File: config.mk
export PLATFORM = sky130hd
export DESIGN_NAME = smb_device_flat
export DESIGN_NICKNAME = d
export VERILOG_FILES = /design/src/include/smb_pkg.sv /design/src/include/smb_bus_if.sv /design/src/rtl/smb_device.sv /design/src/flat_wrapper.sv
export VERILOG_INCLUDE_DIRS = /design/src /design/src/include
export SDC_FILE = /design/constraint.sdc
export NUM_CORES = 1
export LEC_CHECK = 0
export BUFFER_PORTS_ARGS = -buffer_cell sky130_fd_sc_hd__buf_2
export CAP_MARGIN = 10
export CORE_UTILIZATION = 49
export DETAILED_ROUTE_END_ITERATION = 16
export PLACE_DENSITY_LB_ADDON = 0.05
export SYNTH_ARGS = -nofsm -noshare
export SYNTH_HDL_FRONTEND = slang
export SYNTH_SLANG_ARGS = --single-unit
File: constraint.sdc
create_clock -name CLK_SYS -period 4.4 [get_ports CLK_SYS]
set_input_delay 0.66 -clock CLK_SYS [delete_from_list [all_inputs] [get_ports CLK_SYS]]
set_output_delay 0.66 -clock CLK_SYS [all_outputs]
set_load 0.02 [all_outputs]
File: src/include/smb_map.svh
`ifndef SMB_MAP_SVH
`define SMB_MAP_SVH
// Bus geometry
`define SMB_ADDR_W      26
`define SMB_DATA_W      16
`define SMB_FLASH_DIES  3
`define SMB_PSRAM_DIES  2
// Top used address line per density
`define SMB_TOP_LINE_128 22
`define SMB_TOP_LINE_64  21
`define SMB_TOP_LINE_32  20
// Wait polarity bit in the read configuration register
`define SMB_RCR_WAIT_POL 10
`define SMB_RCR_RESET    16'h0400
// Flash commands and memory depth and index width
`define SMB_CMD_READ_ARRAY 16'h00FF
`define SMB_CMD_READ_CFG   16'h0060
`define SMB_CMD_SET_CFG    16'h0003
`define SMB_MEM_WORDS      16
`define SMB_MEM_IDX_W      4
`endif

File: src/include/smb_pkg.sv
package smb_pkg;
  typedef enum logic [1:0] {
    SMB_FL_READ_ARRAY = 2'b00,
    SMB_FL_CFG_SETUP  = 2'b01,
    SMB_FL_READ_SYNC  = 2'b10
  } smb_flash_mode_type;
  typedef enum logic [1:0] {
    SMB_H_IDLE  = 2'b00,
    SMB_H_READ  = 2'b01,
    SMB_H_WRITE = 2'b10,
    SMB_H_DONE  = 2'b11
  } smb_host_state_type;
  typedef enum logic [2:0] {
    SMB_T_FLASH1 = 3'b000,
    SMB_T_FLASH2 = 3'b001,
    SMB_T_FLASH3 = 3'b010,
    SMB_T_SRAM   = 3'b011,
    SMB_T_PSRAM1 = 3'b100,
    SMB_T_PSRAM2 = 3'b101
  } smb_target_type;
endpackage

File: src/include/smb_bus_if.sv
`timescale 1ns/10ps
`default_nettype none
`include "smb_map.svh"
interface smb_bus_if;
  logic [`SMB_ADDR_W-1:0]     addr;
  logic [`SMB_FLASH_DIES-1:0] flash_sel_n;
  logic                       sram_select_low_true;
  logic                       sram_select_high_true;
  logic [`SMB_PSRAM_DIES-1:0] psram_sel_n;
  logic [1:0]                 flash_oe_n;
  logic                       ram_oe_n;
  logic                       flash_we_n;
  logic                       ram_we_n;
  logic                       flash_rst_n;
  logic [`SMB_DATA_W-1:0]     dq_host_o;
  logic                       dq_host_oe;
  logic [`SMB_DATA_W-1:0]     dq_dev_o;
  logic                       dq_dev_oe;
  logic                       wait_o;
  logic                       wait_oe;
  modport host (output addr, flash_sel_n, sram_select_low_true,
                sram_select_high_true, psram_sel_n, flash_oe_n, ram_oe_n,
                flash_we_n, ram_we_n, flash_rst_n, dq_host_o, dq_host_oe,
                input dq_dev_o, dq_dev_oe, wait_o, wait_oe);
  modport dev (input addr, flash_sel_n, sram_select_low_true,
               sram_select_high_true, psram_sel_n, flash_oe_n, ram_oe_n,
               flash_we_n, ram_we_n, flash_rst_n, dq_host_o, dq_host_oe,
               output dq_dev_o, dq_dev_oe, wait_o, wait_oe);
endinterface
`default_nettype wire

File: src/rtl/smb_device.sv
`timescale 1ns/10ps
`default_nettype none
`include "smb_map.svh"
module smb_device (
  input  wire logic CLK_SYS,                 // System clock
  input  wire logic RESET_N,                 // Async reset, low
  smb_bus_if.dev    BUS,                     // Stacked memory pins
  output logic [`SMB_FLASH_DIES-1:0] ACTIVE_FLASH, // Flash die active
  output logic      ACTIVE_SRAM,             // SRAM active
  output logic [`SMB_PSRAM_DIES-1:0] ACTIVE_PSRAM, // PSRAM die active
  output logic      WAIT_POL                 // Configured wait polarity
);
  localparam int NF = `SMB_FLASH_DIES;
  localparam int NP = `SMB_PSRAM_DIES;
  localparam int AW = `SMB_ADDR_W;
  localparam int DW = `SMB_DATA_W;
  localparam int IW = `SMB_MEM_IDX_W;

  // Synchronised pins
  logic [AW-1:0] addr_s1_r, addr_s2_r;
  logic [DW-1:0] din_s1_r, din_s2_r;
  logic [NF-1:0] fsel_s1_r, fsel_s2_r;
  logic [NP-1:0] psel_s1_r, psel_s2_r;
  logic [1:0]    foe_s1_r, foe_s2_r;
  logic [5:0]    ctl_s1_r, ctl_s2_r;
  logic [5:0]    ctl_in;
  assign ctl_in = {BUS.ram_we_n, BUS.flash_rst_n, BUS.flash_we_n,
                   BUS.ram_oe_n, BUS.sram_select_high_true,
                   BUS.sram_select_low_true};

  always_ff @(posedge CLK_SYS or negedge RESET_N) begin
    if (!RESET_N) begin
      addr_s1_r <= '0;
      addr_s2_r <= '0;
      din_s1_r  <= '0;
      din_s2_r  <= '0;
      fsel_s1_r <= '1;
      fsel_s2_r <= '1;
      psel_s1_r <= '1;
      psel_s2_r <= '1;
      foe_s1_r  <= 2'h3;
      foe_s2_r  <= 2'h3;
      ctl_s1_r  <= 6'h2D;
      ctl_s2_r  <= 6'h2D;
    end else begin
      addr_s1_r <= BUS.addr;
      addr_s2_r <= addr_s1_r;
      din_s1_r  <= BUS.dq_host_o;
      din_s2_r  <= din_s1_r;
      fsel_s1_r <= BUS.flash_sel_n;
      fsel_s2_r <= fsel_s1_r;
      psel_s1_r <= BUS.psram_sel_n;
      psel_s2_r <= psel_s1_r;
      foe_s1_r  <= BUS.flash_oe_n;
      foe_s2_r  <= foe_s1_r;
      ctl_s1_r  <= ctl_in;
      ctl_s2_r  <= ctl_s1_r;
    end
  end

  logic rwe_n_s, rst_n_s, we_n_s, roe_n_s, scs2_s, scs1_n_s;
  assign {rwe_n_s, rst_n_s, we_n_s, roe_n_s, scs2_s, scs1_n_s} = ctl_s2_r;

  function automatic logic [IW-1:0] word_idx(input logic [AW-1:0] a);
    return a[IW-1:0];
  endfunction

  // RAM die index from the PSRAM selects; SRAM is entry zero
  function automatic logic [1:0] ram_die(input logic [NP-1:0] p);
    return p[1] ? 2'h2 : (p[0] ? 2'h1 : 2'h0);
  endfunction

  // State
  smb_pkg::smb_flash_mode_type mode_r [NF], mode_nxt [NF];
  logic [DW-1:0] rcr_r [NF], rcr_nxt [NF];
  logic [DW-1:0] fmem_r [NF][`SMB_MEM_WORDS];
  logic [DW-1:0] rmem_r [3][`SMB_MEM_WORDS];
  logic          we_n_d_r, rwe_n_d_r, rwe_rise;
  logic [DW-1:0] dq_o_r, dq_o_nxt;
  logic          dq_oe_r, dq_oe_nxt, wait_r, wait_nxt, wait_oe_r, wait_oe_nxt;
  logic [NF-1:0] fact_nxt;
  logic [NP-1:0] pact_nxt;
  logic          sact_nxt;
  logic          we_rise;
  logic [NF-1:0] foe_die;

  assign we_rise = we_n_s && !we_n_d_r;

  genvar g;
  generate
    for (g = 0; g < NF; g++) begin : g_flash
      // Enable two covers dies two and three
      assign foe_die[g] = (g == 0) ? !foe_s2_r[0] : !foe_s2_r[1];
      always_comb begin
        mode_nxt[g] = mode_r[g];
        rcr_nxt[g]  = rcr_r[g];
        if (!rst_n_s) begin
          mode_nxt[g] = smb_pkg::SMB_FL_READ_ARRAY;
        end else if (we_rise && !fsel_s2_r[g]) begin
          if (mode_r[g] == smb_pkg::SMB_FL_CFG_SETUP) begin
            case (din_s2_r)
              `SMB_CMD_SET_CFG: begin
                rcr_nxt[g]  = addr_s2_r[DW-1:0];
                mode_nxt[g] = smb_pkg::SMB_FL_READ_SYNC;
              end
              default: mode_nxt[g] = smb_pkg::SMB_FL_READ_ARRAY;
            endcase
          end else if (din_s2_r == `SMB_CMD_READ_CFG) begin
            mode_nxt[g] = smb_pkg::SMB_FL_CFG_SETUP;
          end else begin
            mode_nxt[g] = smb_pkg::SMB_FL_READ_ARRAY;
          end
        end
      end
      always_ff @(posedge CLK_SYS or negedge RESET_N) begin
        if (!RESET_N) begin
          mode_r[g] <= smb_pkg::SMB_FL_READ_ARRAY;
          rcr_r[g]  <= `SMB_RCR_RESET;
        end else begin
          mode_r[g] <= mode_nxt[g];
          rcr_r[g]  <= rcr_nxt[g];
        end
      end
      always_ff @(posedge CLK_SYS) begin
        if (rst_n_s && we_rise && !fsel_s2_r[g] &&
            din_s2_r != `SMB_CMD_READ_CFG &&
            mode_r[g] != smb_pkg::SMB_FL_CFG_SETUP)
          fmem_r[g][word_idx(addr_s2_r)] <= din_s2_r;
      end
    end
  endgenerate

  // RAM stores the host word on its own strobe rise
  assign rwe_rise = rwe_n_s && !rwe_n_d_r;
  always_ff @(posedge CLK_SYS) begin
    if (rwe_rise && (sact_nxt || pact_nxt != '0))
      rmem_r[ram_die(pact_nxt)][word_idx(addr_s2_r)] <= din_s2_r;
  end

  always_comb begin
    // Select n maps to die n
    fact_nxt = ~fsel_s2_r & {NF{rst_n_s}};
    sact_nxt = !scs1_n_s && scs2_s;
    pact_nxt = ~psel_s2_r;
    dq_o_nxt    = '0;
    dq_oe_nxt   = 1'b0;
    wait_nxt    = 1'b0;
    wait_oe_nxt = 1'b0;
    for (int i = 0; i < NF; i++) begin
      if (fact_nxt[i]) begin
        wait_oe_nxt = 1'b1;
        wait_nxt    = (mode_r[i] == smb_pkg::SMB_FL_READ_SYNC) ?
                      !rcr_r[i][`SMB_RCR_WAIT_POL] :
                      rcr_r[i][`SMB_RCR_WAIT_POL];
        if (foe_die[i]) begin
          dq_oe_nxt = 1'b1;
          dq_o_nxt  = fmem_r[i][word_idx(addr_s2_r)];
        end
      end
    end
    if ((sact_nxt || pact_nxt != '0) && !roe_n_s) begin
      dq_oe_nxt = 1'b1;
      dq_o_nxt  = rmem_r[ram_die(pact_nxt)][word_idx(addr_s2_r)];
    end
  end

  always_ff @(posedge CLK_SYS or negedge RESET_N) begin
    if (!RESET_N) begin
      we_n_d_r     <= 1'b1;
      rwe_n_d_r    <= 1'b1;
      dq_o_r       <= '0;
      dq_oe_r      <= 1'b0;
      wait_r       <= 1'b0;
      wait_oe_r    <= 1'b0;
      ACTIVE_FLASH <= '0;
      ACTIVE_SRAM  <= 1'b0;
      ACTIVE_PSRAM <= '0;
      WAIT_POL     <= 1'b1;
    end else begin
      we_n_d_r     <= we_n_s;
      rwe_n_d_r    <= rwe_n_s;
      dq_o_r       <= dq_o_nxt;
      dq_oe_r      <= dq_oe_nxt;
      wait_r       <= wait_nxt;
      wait_oe_r    <= wait_oe_nxt;
      ACTIVE_FLASH <= fact_nxt;
      ACTIVE_SRAM  <= sact_nxt;
      ACTIVE_PSRAM <= pact_nxt;
      WAIT_POL     <= rcr_r[0][`SMB_RCR_WAIT_POL];
    end
  end

  assign BUS.dq_dev_o  = dq_o_r;
  assign BUS.dq_dev_oe = dq_oe_r;
  assign BUS.wait_o    = wait_r;
  assign BUS.wait_oe   = wait_oe_r;
endmodule
`default_nettype wire

File: src/flat_wrapper.sv
// flat-port wrapper written by rule: the top's interface ports become plain ports
module smb_device_flat 
  (CLK_SYS, RESET_N, ACTIVE_FLASH, ACTIVE_SRAM, ACTIVE_PSRAM, WAIT_POL, BUS_addr, BUS_flash_sel_n, BUS_sram_select_low_true, BUS_sram_select_high_true, BUS_psram_sel_n, BUS_flash_oe_n, BUS_ram_oe_n, BUS_flash_we_n, BUS_ram_we_n, BUS_flash_rst_n, BUS_dq_host_o, BUS_dq_host_oe, BUS_dq_dev_o, BUS_dq_dev_oe, BUS_wait_o, BUS_wait_oe);
  smb_bus_if BUS_i ();
  input  wire logic CLK_SYS;
  input  wire logic RESET_N;
  output logic [`SMB_FLASH_DIES-1:0] ACTIVE_FLASH;
  output logic ACTIVE_SRAM;
  output logic [`SMB_PSRAM_DIES-1:0] ACTIVE_PSRAM;
  output logic WAIT_POL;
  input wire logic [$bits(BUS_i.addr)-1:0] BUS_addr;
  input wire logic [$bits(BUS_i.flash_sel_n)-1:0] BUS_flash_sel_n;
  input wire logic [$bits(BUS_i.sram_select_low_true)-1:0] BUS_sram_select_low_true;
  input wire logic [$bits(BUS_i.sram_select_high_true)-1:0] BUS_sram_select_high_true;
  input wire logic [$bits(BUS_i.psram_sel_n)-1:0] BUS_psram_sel_n;
  input wire logic [$bits(BUS_i.flash_oe_n)-1:0] BUS_flash_oe_n;
  input wire logic [$bits(BUS_i.ram_oe_n)-1:0] BUS_ram_oe_n;
  input wire logic [$bits(BUS_i.flash_we_n)-1:0] BUS_flash_we_n;
  input wire logic [$bits(BUS_i.ram_we_n)-1:0] BUS_ram_we_n;
  input wire logic [$bits(BUS_i.flash_rst_n)-1:0] BUS_flash_rst_n;
  input wire logic [$bits(BUS_i.dq_host_o)-1:0] BUS_dq_host_o;
  input wire logic [$bits(BUS_i.dq_host_oe)-1:0] BUS_dq_host_oe;
  output wire logic [$bits(BUS_i.dq_dev_o)-1:0] BUS_dq_dev_o;
  output wire logic [$bits(BUS_i.dq_dev_oe)-1:0] BUS_dq_dev_oe;
  output wire logic [$bits(BUS_i.wait_o)-1:0] BUS_wait_o;
  output wire logic [$bits(BUS_i.wait_oe)-1:0] BUS_wait_oe;
  assign BUS_i.addr = BUS_addr;
  assign BUS_i.flash_sel_n = BUS_flash_sel_n;
  assign BUS_i.sram_select_low_true = BUS_sram_select_low_true;
  assign BUS_i.sram_select_high_true = BUS_sram_select_high_true;
  assign BUS_i.psram_sel_n = BUS_psram_sel_n;
  assign BUS_i.flash_oe_n = BUS_flash_oe_n;
  assign BUS_i.ram_oe_n = BUS_ram_oe_n;
  assign BUS_i.flash_we_n = BUS_flash_we_n;
  assign BUS_i.ram_we_n = BUS_ram_we_n;
  assign BUS_i.flash_rst_n = BUS_flash_rst_n;
  assign BUS_i.dq_host_o = BUS_dq_host_o;
  assign BUS_i.dq_host_oe = BUS_dq_host_oe;
  assign BUS_dq_dev_o = BUS_i.dq_dev_o;
  assign BUS_dq_dev_oe = BUS_i.dq_dev_oe;
  assign BUS_wait_o = BUS_i.wait_o;
  assign BUS_wait_oe = BUS_i.wait_oe;
  smb_device u_core (.CLK_SYS(CLK_SYS), .RESET_N(RESET_N), .BUS(BUS_i), .ACTIVE_FLASH(ACTIVE_FLASH), .ACTIVE_SRAM(ACTIVE_SRAM), .ACTIVE_PSRAM(ACTIVE_PSRAM), .WAIT_POL(WAIT_POL));
endmodule
==> run summary <==
Sw Ratio -> 21.2%
Post-route ant nets -> 0
Cells after Synth -> 3157
EDFF count, synth -> 1536
Reg2reg setup slack -> 0.49 ns
Post-DP HPWL -> 93800 um
Critical path capture point -> u_core.BUS.dq_dev_o[12]$_DFF_PN0_
Top-area cell type share of the netlist area -> 73.0%
Ys flop type -> edfxtp_1
WP data arrival -> 4.54 ns
CTS tree -> built
Highest Clock Rate -> 256 MHz
Net switching power -> 0.00687 W
Synth area leader -> edfxtp_1
Final RePlAce weighted congestion -> 0.806
Met2 GRT Util -> 40.6%
Total gr overflow -> 0
Layer with the highest usage -> met2
Seq/Total Area, Yosys -> 77.2%
Initial antenna violation count -> 3
Routed vias/inst -> 6.03
Commonest cells in the synthesized netlist -> edfxtp_1, mux4_2, mux2i_1, mux2_2, nor2_1
Vias in the first global route -> 32300
Layout cells sized above 1 -> 29.0%
CP max-delay cell -> dfrtp_4
Combinational power share -> 4.8%
Initial DRC Count -> 3049
Headroom to the max-slew limit -> 18.0%
Clk buf depth -> 3
Hold Crit Class -> reg2reg
Lkg Pwr -> 23.7 nW
CP Capture Type -> flop
Total wire length -> 161000 um
Mux share of post-synthesis cell area -> 14.5%
Post-Synth Simple-Gate Area -> 2.62%
Clock power share -> 41.7%
# port buffers -> 61
CP peak stage delay -> 1.04 ns
Setup crit start -> u_core.addr_s2_r[1]$_DFF_PN0_
Number of cell rows -> 131
Total routing usage reported by global routing -> 24.9%
Post-synth net total -> 3215
Final Hold Fails -> 0
Post-synthesis register bit count -> 1641
Reg2reg end -> u_core.BUS.dq_dev_o[12]$_DFF_PN0_
Chip height -> 361 um
Top cells by area, synth -> edfxtp_1, mux4_2, mux2_2, dfrtp_1, mux2i_1
DRC -> 0
Clock Skew -> 0.0274 ns
Final Cycle Share -> 88.8%
Worst reg2reg startpoint -> u_core.addr_s2_r[1]$_DFF_PN0_
First-pass GRT wire length -> 230000 um
PostCTS Resize Cnt -> 0
CTS clk-pin slew, worst paths -> 0.06 ns
Global-route track usage on met1 -> 34.5%
RSZ-0062 raised after global routing -> false
Critical path, cell by cell -> buf_12, mux4_2, mux2_2, a2111oi_0, buf_4, o311ai_0
Num CTS Buffers -> 168
Worst VDD drop -> 0.000431 V
Synth cell types -> 51
Sequential Area -> 0.0489 mm^2
Worst-Margin Slew -> 1.23 ns
Placed cell area -> 0.0668 mm^2
Drt pass-1 iters -> 6
Core ar. -> 0.128 mm^2
Starting Density -> 49.5%
Post-synthesis adder-cell area fraction -> 0%
Largest family of logic cells by synthesized area -> multiplexers
Synth Area in Compound Gates -> 4.01%
Worst-Skew Late Latency -> 0.79 ns
# clock sinks -> 1641
Xor and xnor area share after synthesis -> 0.0416%
Fin. max-slew vios -> 0
Pin count of the biggest net entering global routing -> 98
Root buffer cell -> clkbuf_16
Synthesized area per cell -> 20.0 um^2
Setup-failing EPs final -> 0
R2R depth -> 6
Die X -> 361 um
Setup crit start kind -> flop
Pint -> 0.0255 W
Nets@finish -> 3507
Post-Synthesis Cell Area -> 0.0632 mm^2
Max-Cap Viols -> 0
Yosys warning total -> 0
Crit Path Max Fanout -> 49
Filler cells -> 9485
Status -> finished clean
Ys async rst share -> 6.40%
Via count -> 31600
IO Count -> 84
CP required -> 5.03 ns
Final Instance Area -> 0.0724 mm^2
Syn-to-layout area delta -> 14.6%
H-tree levels -> 4
Most common cell in the synthesized netlist -> edfxtp_1
Wirelength per Cell -> 30.7 um
Fin crit period -> 3.91 ns
Multi-input gate area -> 0.0137 mm^2
Die outline area -> 0.130 mm^2
Setup TNS Final -> 0 ns
Worst setup path class -> reg2reg
Sequential power share -> 53.5%
Met3 usage -> 4.31%
Pwr/cell area -> 447 mW/mm^2
## critical path: cells and delay by family, from the launching register on
kind,cells,cell delay (ns)
compound gates,2,1.11
buf+inv,2,0.58
flops,1,1.04
mux,2,0.86
## cell usage in the layout (no fill, tap or decap), types with 11 or more instances in the layout
master,n
a211oi_1,84
a21oi_1,81
a22o_1,35
a22oi_1,45
buf_12,15
buf_2,63
buf_4,200
clkbuf_1,48
clkbuf_16,172
clkinv_1,24
clkinv_2,25
dfrtp_1,57
dfrtp_4,19
dfstp_2,26
dlygate4sd3_1,35
edfxtp_1,1536
mux2_2,177
mux2i_1,186
mux4_2,236
nand2_1,68
nand2b_1,13
nand3_1,11
nor2_1,154
nor3_2,45
nor4_2,13
o21ai_0,32
o32ai_1,15
or4_1,17
## state kept, by name, indices dropped and copies added (netlist names), 2 cells and up
register,cells
u_core.rmem_r,768
u_core.din_s2_r,16
u_core.din_s1_r,16
u_core.ctl_s1_r,6
u_core.ctl_s2_r,6
u_core.fmem_r,768
u_core.addr_s1_r,5
u_core.BUS.dq_dev_o,16
u_core.addr_s2_r,5
u_core.psel_s2_r,2
u_core.psel_s1_r,2
u_core.fsel_s2_r,3
u_core.ACTIVE_FLASH,3
u_core.foe_s2_r,2
u_core.mode_r,6
u_core.ACTIVE_PSRAM,2
u_core.fsel_s1_r,3
u_core.rcr_r,3
u_core.foe_s1_r,2
## power groups by stage
stage / logic [W] / clock network [W] / registers (W)
finish: 0.00155 / 0.0135 / 0.0173
global route: 0.00163 / 0.0144 / 0.0173
CTS: 0.00157 / 0.0137 / 0.0173
detailed placement: 0.00154 / 0 / 0.0176
global placement: 0.00151 / 0 / 0.0176
floorplan: 0.000804 / 0 / 0.0177
## per-layer routing
metal / part of all wire (%) / up-vias
met5: 0 / -
met4: 2.4 / 0
met1: 42 / 16800
met3: 6.1 / 221
li1: - / 13500
met2: 49 / 1105
## metrics by stage
step	worst slack, ns	std cells	total power (W)	hold slack (ns)	util (%)
after global placement	0.231	4902	0.0191	0.333	52.3
after CTS	0.415	5239	0.0326	0.349	56.7
after detailed placement	0.442	4905	0.0192	0.336	52.3
after floorplan	0.0749	3157	0.0185	0.331	-
after global routing	0.304	5240	0.0333	0.350	56.7
final	0.491	5241	0.0324	0.346	56.7
## timing repair
action,4_1_cts,5_1_grt
setup buffers,0,0
hold buffers,35,0
endpoints found under the hold margin,79,0
## kinds of logic (layout without fill, tap and decap cells)
| group | Yosys count | count (layout) |
|---|---|---|
| flip-flops | 1641 | 1641 |
| multiplexers | 599 | 599 |
| AND/OR/NAND/NOR | 362 | 362 |
| AO/OA/AOI/OAI | 352 | 352 |
| buffers and inverters | 200 | 621 |
| XOR/XNOR | 3 | 3 |
| other | 0 | 1 |
## layout make-up
type / count / area share [%]
sequential: 1641 / 67.5
multi-input combinational: 1316 / 19.0
clock buffer: 228 / 6.35
timing repair buffer: 313 / 3.41
tap: 1662 / 2.87
clock inverter: 71 / 0.832
inverter: 9 / 0.0467
antenna: 1 / 0.00346
## worst min path at each step
| stage | startpoint | to | slack, ns | cells past startpoint |
|---|---|---|---|---|
| after global placement | u_core.addr_s1_r[0]$_DFF_PN0_ | u_core.addr_s2_r[0]$_DFF_PN0_ | 0.33 | 0 |
| after detailed placement | u_core.ctl_s1_r[4]$_DFF_PN0_ | u_core.ctl_s2_r[4]$_DFF_PN0_ | 0.34 | 0 |
| after floorplan | u_core.addr_s1_r[0]$_DFF_PN0_ | u_core.addr_s2_r[0]$_DFF_PN0_ | 0.33 | 0 |
| after global routing | u_core.addr_s1_r[10]$_DFF_PN0_ | u_core.addr_s2_r[10]$_DFF_PN0_ | 0.35 | 0 |
| final | u_core.addr_s1_r[1]$_DFF_PN0_ | u_core.addr_s2_r[1]$_DFF_PN0_ | 0.35 | 0 |
| after CTS | u_core.addr_s1_r[10]$_DFF_PN0_ | u_core.addr_s2_r[10]$_DFF_PN0_ | 0.35 | 0 |
Note: power is estimated with default switching activity, not from simulation.
